===== src/hw/amp_pkg.sv =====
/*
 * Shared constants for the amplifier control register group: register
 * offsets, field positions, reset values, write masks, codes and the
 * control-bus engine states.
 * Assumes a 16-bit register word reached by an 8-bit register pointer.
 */
package amp_pkg;
   // ************************************************************
   // Register offsets
   // ************************************************************
   localparam logic [7:0] OFS_STATUS = 8'h01;
   localparam logic [7:0] OFS_FLAGS = 8'h02;
   localparam logic [7:0] OFS_MASKS = 8'h03;
   localparam logic [7:0] OFS_CTRL = 8'h04;
   localparam logic [7:0] OFS_FMT = 8'h05;

   // Control-bus target address (arbitrary value)
   localparam logic [6:0] DEV_ADDR = 7'h2a;

   // ************************************************************
   // Field positions
   // ************************************************************
   localparam int UV_BIT = 14;
   localparam int IRQ_SRC_BIT = 8;
   localparam int IRQ_PP_BIT = 9;
   localparam int EAR_BIT = 7;
   localparam int SER_ON_BIT = 6;
   localparam int SWAP_BIT = 5;
   localparam int BCLK_INV_BIT = 4;
   localparam int PLL_REF_BIT = 3;
   localparam int AMP_OFF_BIT = 1;
   localparam int SYS_OFF_BIT = 0;
   localparam int ATTEN_BIT = 13;
   localparam int PICK_LSB = 10;
   localparam int FMT_LSB = 8;
   localparam int WIDTH_LSB = 6;
   localparam int RATIO_LSB = 4;
   localparam int RATE_LSB = 0;

   // ************************************************************
   // Reset values and writable bits
   // ************************************************************
   localparam logic [15:0] FLAG_BITS = 16'h6fbf;
   localparam logic [15:0] FLAG_RST = 16'h4000;
   localparam logic [15:0] MASK_RST = 16'h7fff;
   localparam logic [15:0] MASK_WR = 16'hefbf;
   localparam logic [15:0] CTRL_RST = 16'h0007;
   localparam logic [15:0] CTRL_WR = 16'h03fb;
   localparam logic [15:0] FMT_RST = 16'h04e8;
   localparam logic [15:0] FMT_WR = 16'h2fff;

   // ************************************************************
   // Codes
   // ************************************************************
   localparam logic [1:0] PICK_LEFT = 2'h1;
   localparam logic [1:0] PICK_RIGHT = 2'h2;
   localparam logic [1:0] PICK_MONO = 2'h3;
   localparam logic [3:0] RATE_48K = 4'h8;
   localparam logic [3:0] RATE_ALIAS_FIRST = 4'hb;

   typedef enum logic [7:0] {
      ST_IDLE = 8'h01,
      ST_DEV = 8'h02,
      ST_REG = 8'h04,
      ST_WR = 8'h08,
      ST_ACK = 8'h10,
      ST_LOAD = 8'h20,
      ST_RD = 8'h40,
      ST_MACK = 8'h80
   } i2c_state_e;
endpackage


===== src/hw/amp_sysctl_irq_i2s_config.sv =====
/*
 * Control and status register group of the amplifier: event flags with
 * read-clear, masks, interrupt pin, system control and serial audio format.
 * Assumes a host on the two-wire control bus and status levels that are
 * already synchronous to core_clk.
 */
// Functional notes
// - Live status change sets flag; read clears
// - Power-on also sets under-voltage flag
// - Mask bit one hides source; reset masked
// - Pin config bit0 picks flags or live
// - Pin config bit1: open-drain or push-pull
// - Control bit7 picks speaker or earpiece
// - Control bit6 enables serial audio path
// - Control bit5 swaps left and right
// - Control bit4 inverts received bit clock
// - Control bit3 picks PLL reference signal
// - Control bit1 holds amplifier off; reset one
// - Control bit0 drives system off, forces amp off; reset one
// - Attenuate bit halves incoming audio
// - Channel pick: left, right, mono average
// - Frame format code: standard, MSB, LSB
// - Word width code 16/20/24/32, reset 32
// - Bit clock ratio 32/48/64, reset 64
// - Rate code; 11 to 15 mean 48k
// - Live status tracks current conditions
`timescale 1ns/1ps
module amp_sysctl_irq_i2s_config import amp_pkg::*; (
   // Clock and reset
   input wire logic core_clk,
   input wire logic nrst,
   // Control bus pins
   input wire logic scl_in,
   input wire logic sda_in,
   output logic sda_out,
   output logic sda_oe,
   // Live status levels
   input wire logic [15:0] status_live,
   // Interrupt pin
   output logic irq_out_n,
   output logic irq_oe,
   // System control
   output logic earpiece_select,
   output logic serial_audio_on,
   output logic lr_swap,
   output logic bitclk_polarity,
   output logic pll_ref_select,
   output logic amp_off,
   output logic system_off,
   // Serial audio clocks
   input wire logic bclk_in,
   input wire logic ws_in,
   output logic bclk_used,
   output logic pll_ref_clk,
   // Serial audio format
   output logic input_attenuate,
   output logic [1:0] channel_pick,
   output logic [1:0] frame_format,
   output logic [1:0] word_width,
   output logic [1:0] bitclk_ratio,
   output logic [3:0] sample_rate_code,
   // Sample path
   input wire logic pair_valid,
   input wire logic [31:0] left_in,
   input wire logic [31:0] right_in,
   output logic sample_valid,
   output logic [31:0] sample_out
);
   // ************************************************************
   // Helpers
   // ************************************************************
   function automatic logic [15:0] merge(input logic [15:0] old, input logic [15:0] val,
                                         input logic [15:0] wmask);
      merge = (old & ~wmask) | (val & wmask);
   endfunction

   function automatic logic [3:0] rate_fold(input logic [3:0] code);
      rate_fold = (code >= RATE_ALIAS_FIRST) ? RATE_48K : code;
   endfunction

   // ************************************************************
   // State
   // ************************************************************
   typedef struct packed {
      logic [15:0] flags;
      logic [15:0] masks;
      logic [15:0] ctrl;
      logic [15:0] fmt;
      logic [15:0] live_q;
      logic primed;
      logic first;
      logic irq_n;
      logic irq_oe;
      logic sda_level;
      logic amp_hold;
      logic bclk_used;
      logic pll_ref;
      logic [3:0] rate;
   } regs_s;

   regs_s r;
   regs_s next_r;
   logic bus_wr, bus_rd;
   logic [7:0] bus_addr;
   logic [15:0] bus_wdata, bus_rdata, chg, clr, pending;
   logic assert_irq;

   // ************************************************************
   // Bus engine and sample path
   // ************************************************************
   i2c_target u_bus (
      .core_clk(core_clk),
      .nrst(nrst),
      .scl_in(scl_in),
      .sda_in(sda_in),
      .sda_oe(sda_oe),
      .wr(bus_wr),
      .rd(bus_rd),
      .addr(bus_addr),
      .wdata(bus_wdata),
      .rdata(bus_rdata)
   );

   audio_select u_path (
      .core_clk(core_clk),
      .nrst(nrst),
      .en(r.ctrl[SER_ON_BIT]),
      .swap(r.ctrl[SWAP_BIT]),
      .atten(r.fmt[ATTEN_BIT]),
      .pick(r.fmt[PICK_LSB +: 2]),
      .in_valid(pair_valid),
      .left(left_in),
      .right(right_in),
      .out_valid(sample_valid),
      .sample(sample_out)
   );

   // ************************************************************
   // Outputs
   // ************************************************************
   assign sda_out = r.sda_level;
   assign irq_out_n = r.irq_n;
   assign irq_oe = r.irq_oe;
   assign earpiece_select = r.ctrl[EAR_BIT];
   assign serial_audio_on = r.ctrl[SER_ON_BIT];
   assign lr_swap = r.ctrl[SWAP_BIT];
   assign bitclk_polarity = r.ctrl[BCLK_INV_BIT];
   assign pll_ref_select = r.ctrl[PLL_REF_BIT];
   assign amp_off = r.amp_hold;
   assign system_off = r.ctrl[SYS_OFF_BIT];
   assign bclk_used = r.bclk_used;
   assign pll_ref_clk = r.pll_ref;
   assign input_attenuate = r.fmt[ATTEN_BIT];
   assign channel_pick = r.fmt[PICK_LSB +: 2];
   assign frame_format = r.fmt[FMT_LSB +: 2];
   assign word_width = r.fmt[WIDTH_LSB +: 2];
   assign bitclk_ratio = r.fmt[RATIO_LSB +: 2];
   assign sample_rate_code = r.rate;

   // ************************************************************
   // Read mux
   // ************************************************************
   always_comb begin
      case (bus_addr)
         OFS_STATUS: bus_rdata = status_live & FLAG_BITS;
         OFS_FLAGS: bus_rdata = r.flags;
         OFS_MASKS: bus_rdata = r.masks;
         OFS_CTRL: bus_rdata = r.ctrl;
         OFS_FMT: bus_rdata = r.fmt;
         default: bus_rdata = 16'h0000;
      endcase
   end

   // ************************************************************
   // Next state
   // ************************************************************
   always_comb begin
      next_r = r;
      next_r.first = 1'b0;
      next_r.primed = 1'b1;
      next_r.live_q = status_live;
      // First cycle only primes the history, so power-up levels are no event
      chg = r.primed ? (status_live ^ r.live_q) & FLAG_BITS : 16'h0000;
      clr = (bus_rd && bus_addr == OFS_FLAGS) ? FLAG_BITS : 16'h0000;
      // A change landing on the clearing read survives it
      next_r.flags = (r.flags & ~clr) | chg;
      if (bus_wr) begin
         case (bus_addr)
            OFS_MASKS: next_r.masks = merge(r.masks, bus_wdata, MASK_WR);
            OFS_CTRL: next_r.ctrl = merge(r.ctrl, bus_wdata, CTRL_WR);
            OFS_FMT: next_r.fmt = merge(r.fmt, bus_wdata, FMT_WR);
            default: next_r.fmt = r.fmt;
         endcase
      end
      if (r.ctrl[IRQ_SRC_BIT]) begin
         pending = status_live & ~r.masks & FLAG_BITS;
      end else begin
         pending = r.flags & ~r.masks & FLAG_BITS;
      end
      assert_irq = |pending;
      next_r.irq_n = !assert_irq;
      next_r.irq_oe = r.ctrl[IRQ_PP_BIT] || assert_irq;
      next_r.amp_hold = next_r.ctrl[AMP_OFF_BIT] || next_r.ctrl[SYS_OFF_BIT];
      next_r.bclk_used = bclk_in ^ r.ctrl[BCLK_INV_BIT];
      next_r.pll_ref = r.ctrl[PLL_REF_BIT] ? ws_in : bclk_in;
      next_r.rate = rate_fold(next_r.fmt[RATE_LSB +: 4]);
   end

   always_ff @(posedge core_clk or negedge nrst) begin
      if (!nrst) begin
         r <= '{flags: FLAG_RST, masks: MASK_RST, ctrl: CTRL_RST, fmt: FMT_RST,
                rate: RATE_48K, first: 1'b1, irq_n: 1'b1, amp_hold: 1'b1, default: '0};
      end else begin
         r <= next_r;
      end
   end
endmodule


===== src/hw/i2c_target.sv =====
/*
 * Control-bus target: 7-bit address, 8-bit register pointer, 16-bit words
 * sent high byte first, pointer advancing after every written word and every acknowledged read word.
 * Assumes SCL and SDA are already synchronous to core_clk.
 */
`timescale 1ns/1ps
module i2c_target import amp_pkg::*; (
   // Clock and reset
   input wire logic core_clk,
   input wire logic nrst,
   // Bus pins
   input wire logic scl_in,
   input wire logic sda_in,
   output logic sda_oe,
   // Register side
   output logic wr,
   output logic rd,
   output logic [7:0] addr,
   output logic [15:0] wdata,
   input wire logic [15:0] rdata
);
   typedef struct packed {
      i2c_state_e st;
      i2c_state_e after;
      logic [3:0] cnt;
      logic [7:0] sh;
      logic [7:0] hold;
      logic [15:0] word;
      logic [15:0] wdata;
      logic [7:0] ptr;
      logic hi;
      logic nack;
      logic scl_q;
      logic sda_q;
      logic sda_oe;
      logic wr;
   } i2c_s;

   i2c_s r;
   i2c_s next_r;
   logic rise, fall, start, stop;
   logic [7:0] byte_out;

   assign sda_oe = r.sda_oe;
   assign wr = r.wr;
   assign addr = r.ptr;
   assign wdata = r.wdata;
   // Fetch is taken the same edge the word is captured, so a read-clear
   // never loses an event that arrives between capture and clear
   assign rd = (r.st == ST_LOAD) && !r.hi;

   always_comb begin
      next_r = r;
      next_r.wr = 1'b0;
      next_r.scl_q = scl_in;
      next_r.sda_q = sda_in;
      rise = !r.scl_q && scl_in;
      fall = r.scl_q && !scl_in;
      start = r.scl_q && scl_in && r.sda_q && !sda_in;
      stop = r.scl_q && scl_in && !r.sda_q && sda_in;
      byte_out = r.hi ? r.word[7:0] : rdata[15:8];
      if (r.wr) begin
         next_r.ptr = r.ptr + 8'h01;
      end
      if (start) begin
         next_r.st = ST_DEV;
         next_r.cnt = 4'h0;
         next_r.sda_oe = 1'b0;
      end else if (stop) begin
         next_r.st = ST_IDLE;
         next_r.sda_oe = 1'b0;
      end else begin
         case (r.st)
            ST_IDLE: begin
               next_r.sda_oe = 1'b0;
            end
            ST_DEV, ST_REG, ST_WR: begin
               if (rise) begin
                  next_r.sh = {r.sh[6:0], sda_in};
                  next_r.cnt = r.cnt + 4'h1;
               end else if (fall && r.cnt == 4'h8) begin
                  next_r.cnt = 4'h0;
                  next_r.st = ST_ACK;
                  next_r.sda_oe = 1'b1;
                  next_r.after = ST_WR;
                  if (r.st == ST_DEV) begin
                     next_r.hi = 1'b0;
                     next_r.after = r.sh[0] ? ST_LOAD : ST_REG;
                     if (r.sh[7:1] != DEV_ADDR) begin
                        next_r.st = ST_IDLE;
                        next_r.sda_oe = 1'b0;
                     end
                  end else if (r.st == ST_REG) begin
                     next_r.ptr = r.sh;
                     next_r.hi = 1'b0;
                  end else if (!r.hi) begin
                     next_r.hold = r.sh;
                     next_r.hi = 1'b1;
                  end else begin
                     next_r.wr = 1'b1;
                     next_r.wdata = {r.hold, r.sh};
                     next_r.hi = 1'b0;
                  end
               end
            end
            ST_ACK: begin
               if (fall) begin
                  next_r.sda_oe = 1'b0;
                  next_r.st = r.after;
               end
            end
            ST_LOAD: begin
               if (!r.hi) begin
                  next_r.word = rdata;
               end
               next_r.sda_oe = !byte_out[7];
               next_r.sh = {byte_out[6:0], 1'b0};
               next_r.cnt = 4'h1;
               next_r.st = ST_RD;
            end
            ST_RD: begin
               if (fall && r.cnt == 4'h8) begin
                  next_r.sda_oe = 1'b0;
                  next_r.cnt = 4'h0;
                  next_r.st = ST_MACK;
               end else if (fall) begin
                  next_r.sda_oe = !r.sh[7];
                  next_r.sh = {r.sh[6:0], 1'b0};
                  next_r.cnt = r.cnt + 4'h1;
               end
            end
            ST_MACK: begin
               if (rise) begin
                  next_r.nack = sda_in;
               end else if (fall && r.nack) begin
                  next_r.st = ST_IDLE;
               end else if (fall) begin
                  next_r.st = ST_LOAD;
                  next_r.hi = !r.hi;
                  if (r.hi) begin
                     next_r.ptr = r.ptr + 8'h01;
                  end
               end
            end
            default: begin
               next_r.st = ST_IDLE;
            end
         endcase
      end
   end

   always_ff @(posedge core_clk or negedge nrst) begin
      if (!nrst) begin
         r <= '{st: ST_IDLE, after: ST_IDLE, scl_q: 1'b1, sda_q: 1'b1, default: '0};
      end else begin
         r <= next_r;
      end
   end
endmodule


===== src/hw/audio_select.sv =====
/*
 * Input sample path: channel swap, channel pick or mono average, and the
 * optional halving of the level. One registered stage.
 * Assumes left and right words arrive together with one valid pulse.
 */
`timescale 1ns/1ps
module audio_select import amp_pkg::*; (
   // Clock and reset
   input wire logic core_clk,
   input wire logic nrst,
   // Settings
   input wire logic en,
   input wire logic swap,
   input wire logic atten,
   input wire logic [1:0] pick,
   // Samples
   input wire logic in_valid,
   input wire logic [31:0] left,
   input wire logic [31:0] right,
   output logic out_valid,
   output logic [31:0] sample
);
   typedef struct packed {
      logic [31:0] smp;
      logic vld;
   } path_s;

   path_s r;
   path_s next_r;
   logic [31:0] a, b, s;
   logic [32:0] sum;

   assign out_valid = r.vld;
   assign sample = r.smp;

   always_comb begin
      next_r = r;
      a = swap ? right : left;
      b = swap ? left : right;
      sum = {a[31], a} + {b[31], b};
      case (pick)
         PICK_LEFT: s = a;
         PICK_RIGHT: s = b;
         PICK_MONO: s = sum[32:1];
         default: s = 32'h0000_0000;
      endcase
      if (atten) begin
         s = {s[31], s[31:1]};
      end
      next_r.vld = en && in_valid;
      if (!en) begin
         next_r.smp = 32'h0000_0000;
      end else if (in_valid) begin
         next_r.smp = s;
      end
   end

   always_ff @(posedge core_clk or negedge nrst) begin
      if (!nrst) begin
         r <= '0;
      end else begin
         r <= next_r;
      end
   end
endmodule


===== config.mk =====
export PLATFORM = sky130hd
export DESIGN_NAME = amp_sysctl_irq_i2s_config
export DESIGN_NICKNAME = d
export VERILOG_FILES = /design/src/hw/amp_pkg.sv /design/src/hw/amp_sysctl_irq_i2s_config.sv /design/src/hw/i2c_target.sv /design/src/hw/audio_select.sv
export SDC_FILE = /design/constraint.sdc
export NUM_CORES = 1
export LEC_CHECK = 0
export BUFFER_PORTS_ARGS = -buffer_cell sky130_fd_sc_hd__buf_2
export CAP_MARGIN = 30
export CORE_ASPECT_RATIO = 1.1
export CORE_MARGIN = 1
export CORE_UTILIZATION = 59
export CTS_BUF_LIST = sky130_fd_sc_hd__clkbuf_16
export DETAILED_ROUTE_END_ITERATION = 8
export PLACE_DENSITY = 0.81
export REMOVE_ABC_BUFFERS = 1
export SYNTH_ARGS = -nofsm -noshare
export SYNTH_HDL_FRONTEND = slang
export SYNTH_SLANG_ARGS = --single-unit

===== constraint.sdc =====
create_clock -name core_clk -period 4.8 [get_ports core_clk]
set_clock_uncertainty 0.05 [all_clocks]
set_input_delay 0.24 -clock core_clk [delete_from_list [all_inputs] [get_ports core_clk]]
set_output_delay 0.24 -clock core_clk [all_outputs]
set_load 0.02 [all_outputs]

Yosys cells after proc, flatten, opt, wreduce, memory -nomap -nowiden
Index checks and enable logic that the tools add are counted.
Word-level totals
  output and inout port bits: 59
  bits in registers: 204
  input port bits: 87
  logic and storage cells: 210
Cells by class
  equality and inequality tests: 38
  bitwise operators: 17
  reductions and logical operators: 41
  order comparisons: 1
  add/subtract/negate cells: 3
  multiplexer cells: 80
Operator list (number)
  8-bit two-way mux: 19
  32-bit two-way mux: 4
  16-bit two-way mux: 7
  32-bit case mux with 3 select lines: 1
  16-bit case mux with 5 select lines: 1
  62-bit two-way mux: 1
  25-bit two-way mux: 2
  8-bit case mux with 6 select lines: 1
  15-bit two-way mux: 3
  12-bit case mux with 3 select lines: 1
  32-bit by 32-bit adder with 33-bit output: 1
  31-bit two-way mux: 1
  15-bit AND: 2
  9-bit two-way mux: 3
  8-bit by 2-bit == test with 1-bit output (second input constant): 3
  8-bit by 3-bit == test with 1-bit output (second input constant): 3
  24-bit two-way mux: 1
  8-bit AND reduction: 3
  20-bit two-way mux: 1
  4-bit by 1-bit != test with 1-bit output (second input constant): 5
  1-bit two-way mux: 19
  18-bit two-way mux: 1
  9-bit case mux with 2 select lines: 1
  16-bit AND: 1
  49 further kinds: 95

Depth between registers and ports, before layout
  depth in word-level cells: 9
  gate-level depth with buffers: 15
  gate-level depth less buffers: 12

Cells and area by module
Synthesis repeated with hierarchy kept, for this count alone.
Unflattened totals
  cells, all modules: 1315
  area, all modules: 12361.9 µm²
By module, submodules not included
  audio_select: area an instance 4725.8 µm², cells each 605, times used 1, seq. area each 825.8 µm²
  i2c_target: area an instance 4003.8 µm², cells each 393, times used 1, seq. area each 1756.7 µm²
  amp_sysctl_irq_i2s_config: area an instance 3632.2 µm², cells each 317, times used 1, seq. area each 1805.5 µm²

Worst setup path before layout
OpenSTA, ideal clock, no wires.
  path type: reg2reg
  start point: register r, in the netlist lr_swap
  end point: register u_path.r, in the netlist u_path.sample[27]
  arrival time: 4.159 ns
  required time: 4.626 ns
  slack: 0.467 ns
  stages on the path, launching flop included: 15
  period minus slack after synthesis: 4.333 ns
  setup time: 0.124 ns
  path buffers: 3
  cells stage by stage: dfrtp_1 -> clkbuf_1 -> clkbuf_1 -> buf_2 -> mux2_2 -> ha_1 -> a21oi_1 -> o211ai_1 -> a221oi_2 -> a2111oi_4 -> o2111ai_2 -> a21boi_2 -> o2111a_1 -> or4b_1 -> nor3b_1
Between the ends
  longest elaborated chain between the ends: 6
  elaborated cells between the ends (all ways): 7
  classes of those cells: add/sub: 1; mux: 6
Ends and longest elaborated chain
  start: declaration: RTL line amp_sysctl_irq_i2s_config.sv:101  | regs_s r;
  start signal: assignment: RTL line amp_sysctl_irq_i2s_config.sv:211  | r <= '{flags: FLAG_RST, masks: MASK_RST, ctrl: CTRL_RST, fmt: FMT_RST,
  start signal: assignment: RTL line amp_sysctl_irq_i2s_config.sv:214  | r <= next_r;
  32-bit two-way mux (on tied branches): RTL line audio_select.sv:38, audio_select.sv:39
  32-bit by 32-bit adder with 33-bit output: RTL line audio_select.sv:40  | sum = {a[31], a} + {b[31], b};
  32-bit case mux with 3 select lines *: RTL line audio_select.sv:41  | case (pick)
  31-bit two-way mux *: RTL line audio_select.sv:47  | if (atten) begin
  32-bit two-way mux *: RTL line audio_select.sv:53  | end else if (in_valid) begin
  32-bit two-way mux *: RTL line audio_select.sv:51  | if (!en) begin
  end signal: assignment: RTL line audio_select.sv:62  | r <= next_r;
  end: declaration: RTL line audio_select.sv:28  | path_s r;
Mark *: on every way between the ends. The rest lies on a longest branch, timed or not. The select of a mux whose other input is x is not followed.
A chain may end at the register's enable or synchronous reset.

Worst setup path after layout
  start point: register r, in the netlist lr_swap
  end point: register u_path.r, in the netlist u_path.sample[30]
The elaborated chain is that of the path after synthesis.

==> out/results.ini <==
[clock_network]
clock-sinks=173
cts-root-buf=clkbuf_16
path_clk_slew_ns=0.08
ctsHoldBuffers=18
post_cts_resized=0
post_cts_buffers=0
clock_latency_ns=0.45
cts_buffer_depth=2
cts_tree=built
cts.htree.levels=4
numCtsBuffers=17

[global_route]
grt_max_degree=93
grt-ovfl-total=0
grt_pass1_wl_um=50900
grt.total_usage=0.321
first_global_vias=10300
antenna_found_initial=0

[run_status]
outcome=finished clean

[timing]
finalCriticalPeriod_ns=4.16
hold_viol_final=0
finalCritPeriodShare=0.867
whs_ns=0.281
slew_viol_final=0
rsz0062_at_grt=false
setup_viol=0
max_freq_ghz=0.240
slew_headroom=0.379
tns_ns=0
tightest_slew_ns=0.927

[yosys]
synthFlopType=dfrtp_1
postSynthAreaPerCell_sq_um=9.32
synth_xor_area_frac=0.0355
synthAdderAreaFrac=0.0417
synth_top_family_by_area=compound AO/OA/AOI/OAI gates
synth.distinct_cells=81
synthArstFlopShare=1.00
synth.area.mux_share=0.151
syn-cell-area_sq_mm=0.0116
synthCells=1244
ys_ff_latch=173
synth-simple-area-share=0.142
synth_edf_count=0
yosysWarnings=0
ys_seq_area_frac=0.376
synth_compound_area_frac=0.206

[drt]
met1_length_um=13000
drc=0
post_drt_wl_per_cell_um=19.6
vias_per_cell=6.45
highest_layer=met4
final_antenna_net_count=0
drt_pass1_iterations=5
vias=10400
drt_iter0_markers=906
dr_wl_met2_um=15400
wirelength_um=31700
wl_met3_um=2180

[floorplanning]
dieArea_sq_mm=0.0202
core_sq_mm=0.0192
die_h_um=149
io_pins=146
die_w_um=136
start_util=0.605
rows=53

[job]
cap_violations=0

[place]
io_buffers=141
gp_congestion=0.922
place_area_sq_mm=0.0123
dp_hpwl_um=21900

[hold_path]
hold_path_depth=4
hold_class=in2reg

[critical_path]
endpoint_kind=flop
start_kind=flop
reg2reg_depth=12
critPathMaxFanout=46
worstPathArrival_ns=4.45
required_ns=5.09
critical_path_class=reg2reg

[final_layout]
postLayoutCoreUtil=0.684
design_area_sq_mm=0.0131
nets=1481
diodes=0
areaGrowthSynthToFinish_pct=13.0
drive_above_1_share=0.250

[power_and_ir_drop]
leakage_nw=5.86
p_per_area_mw_per_mm2=265
vdd_drop_max_mv=0.274

## where the power goes
group / internal (mW) / switching (mW)
sequential: 1.50 / 0.0653
combinational: 0.218 / 0.312
clock: 0.695 / 0.689
total: 2.41 / 1.07
## final timing paths
kind,start,to,slack (ns)
max reg2reg,lr_swap,u_path.sample[30],0.64
max in group asynchronous,nrst,lr_swap,3.17
min in group asynchronous,nrst,r[13],0.40
min,left_in[20],u_path.sample[19],0.28
min reg2reg,u_path.sample[13],u_path.sample[13],0.43
max,lr_swap,u_path.sample[30],0.64
## metrics by stage
stage	total power [mW]	setup WS, ns	cells
floorplan	1.91	0.0405	1165
global route	3.60	0.391	1616
CTS	3.47	0.662	1616
finish	3.48	0.636	1616
detailed placement	2.10	0.668	1566
global placement	2.08	0.758	1566
## area by class of cell
type | count | area [sq um]
multi-input cells | 948 | 6690
inverters | 44 | 165
clock buffers | 17 | 425
fillers | 1478 | 6060
flip-flops and latches | 173 | 4370
repair buffers | 172 | 1000
clock inverters | 15 | 153
well taps | 247 | 309
## layout by cell type (no fill, tap or decap), types with 7 or more instances in the layout
cell type and instances:
a22o_1 29, o21ai_0 80, a221oi_1 11, dlygate4sd3_1 18, nor3b_1 7, nor3_1 24, and2_1 9, clkbuf_16 17
o221ai_1 7, nand2_1 150, a21o_1 11, xor2_1 29, inv_1 40, ha_1 37, a211oi_1 9, nor2b_1 10
mux2_2 108, o22ai_1 14, a31oi_1 9, nand2b_1 20, dfrtp_1 144, buf_2 140, dfstp_2 28, mux2i_1 53
nand4_1 13, buf_4 12, nor2_1 66, o21a_1 11, a21oi_1 81, o31ai_1 7, xnor2_1 18, nand3_1 18
o2111ai_1 9, a22oi_1 8, o211ai_1 14
## logic make-up after synthesis
group,Yosys count
compound gates,349
mux,161
buf+inv,123
flops,173
fa+ha+maj,38
simple gates,351
xor+xnor,47
other cells,2
## critical path, stage by stage, from the launching register on
cell and delay (ns):
dfrtp_2 0.70, buf_12 0.30, mux2_2 0.39, ha_1 0.26, nor2_1 0.23, o211ai_1 0.14, a221oi_2 0.50, a2111oi_4 0.17
nor2_2 0.23, o21ai_2 0.12, and4_4 0.19, or4_1 0.50, a22o_1 0.22
## cell usage after synthesis, types with 10 or more instances
cell type / n / share of area
dfrtp_1: 145 / 0.31
nand2b_1: 20 / 0.011
o21ai_0: 80 / 0.035
nor2_1: 67 / 0.022
dfstp_2: 28 / 0.063
xor2_1: 29 / 0.022
buf_4: 18 / 0.012
a221oi_1: 11 / 0.0083
nor3_1: 24 / 0.010
nand2_1: 150 / 0.049
nand4_1: 13 / 0.0070
xnor2_1: 18 / 0.014
a22o_1: 29 / 0.022
mux2i_1: 53 / 0.046
a21o_1: 11 / 0.0071
o211ai_1: 14 / 0.0091
o21a_1: 11 / 0.0071
mux2_2: 108 / 0.10
ha_1: 37 / 0.040
a21oi_1: 81 / 0.035
nor2b_1: 10 / 0.0054
inv_1: 39 / 0.013
nand3_1: 18 / 0.0078
o22ai_1: 14 / 0.0076
clkbuf_1: 48 / 0.016
## sequential cells by signal, indices dropped and copies added (netlist names), 2 cells and up
name	count
r	48
channel_pick	2
word_width	2
frame_format	2
u_path.sample	32
u_bus.addr	8
bitclk_ratio	2
sample_rate_code	4
u_bus.wdata	15
u_bus.r	43
## routing by layer
metal	track usage	vias to the layer above
li1	-	4797
met1	0.397	5060
met2	0.542	474
met3	0.0550	95
met4	0.150	0
met5	0	-
(Power assumes the default switching activity.)
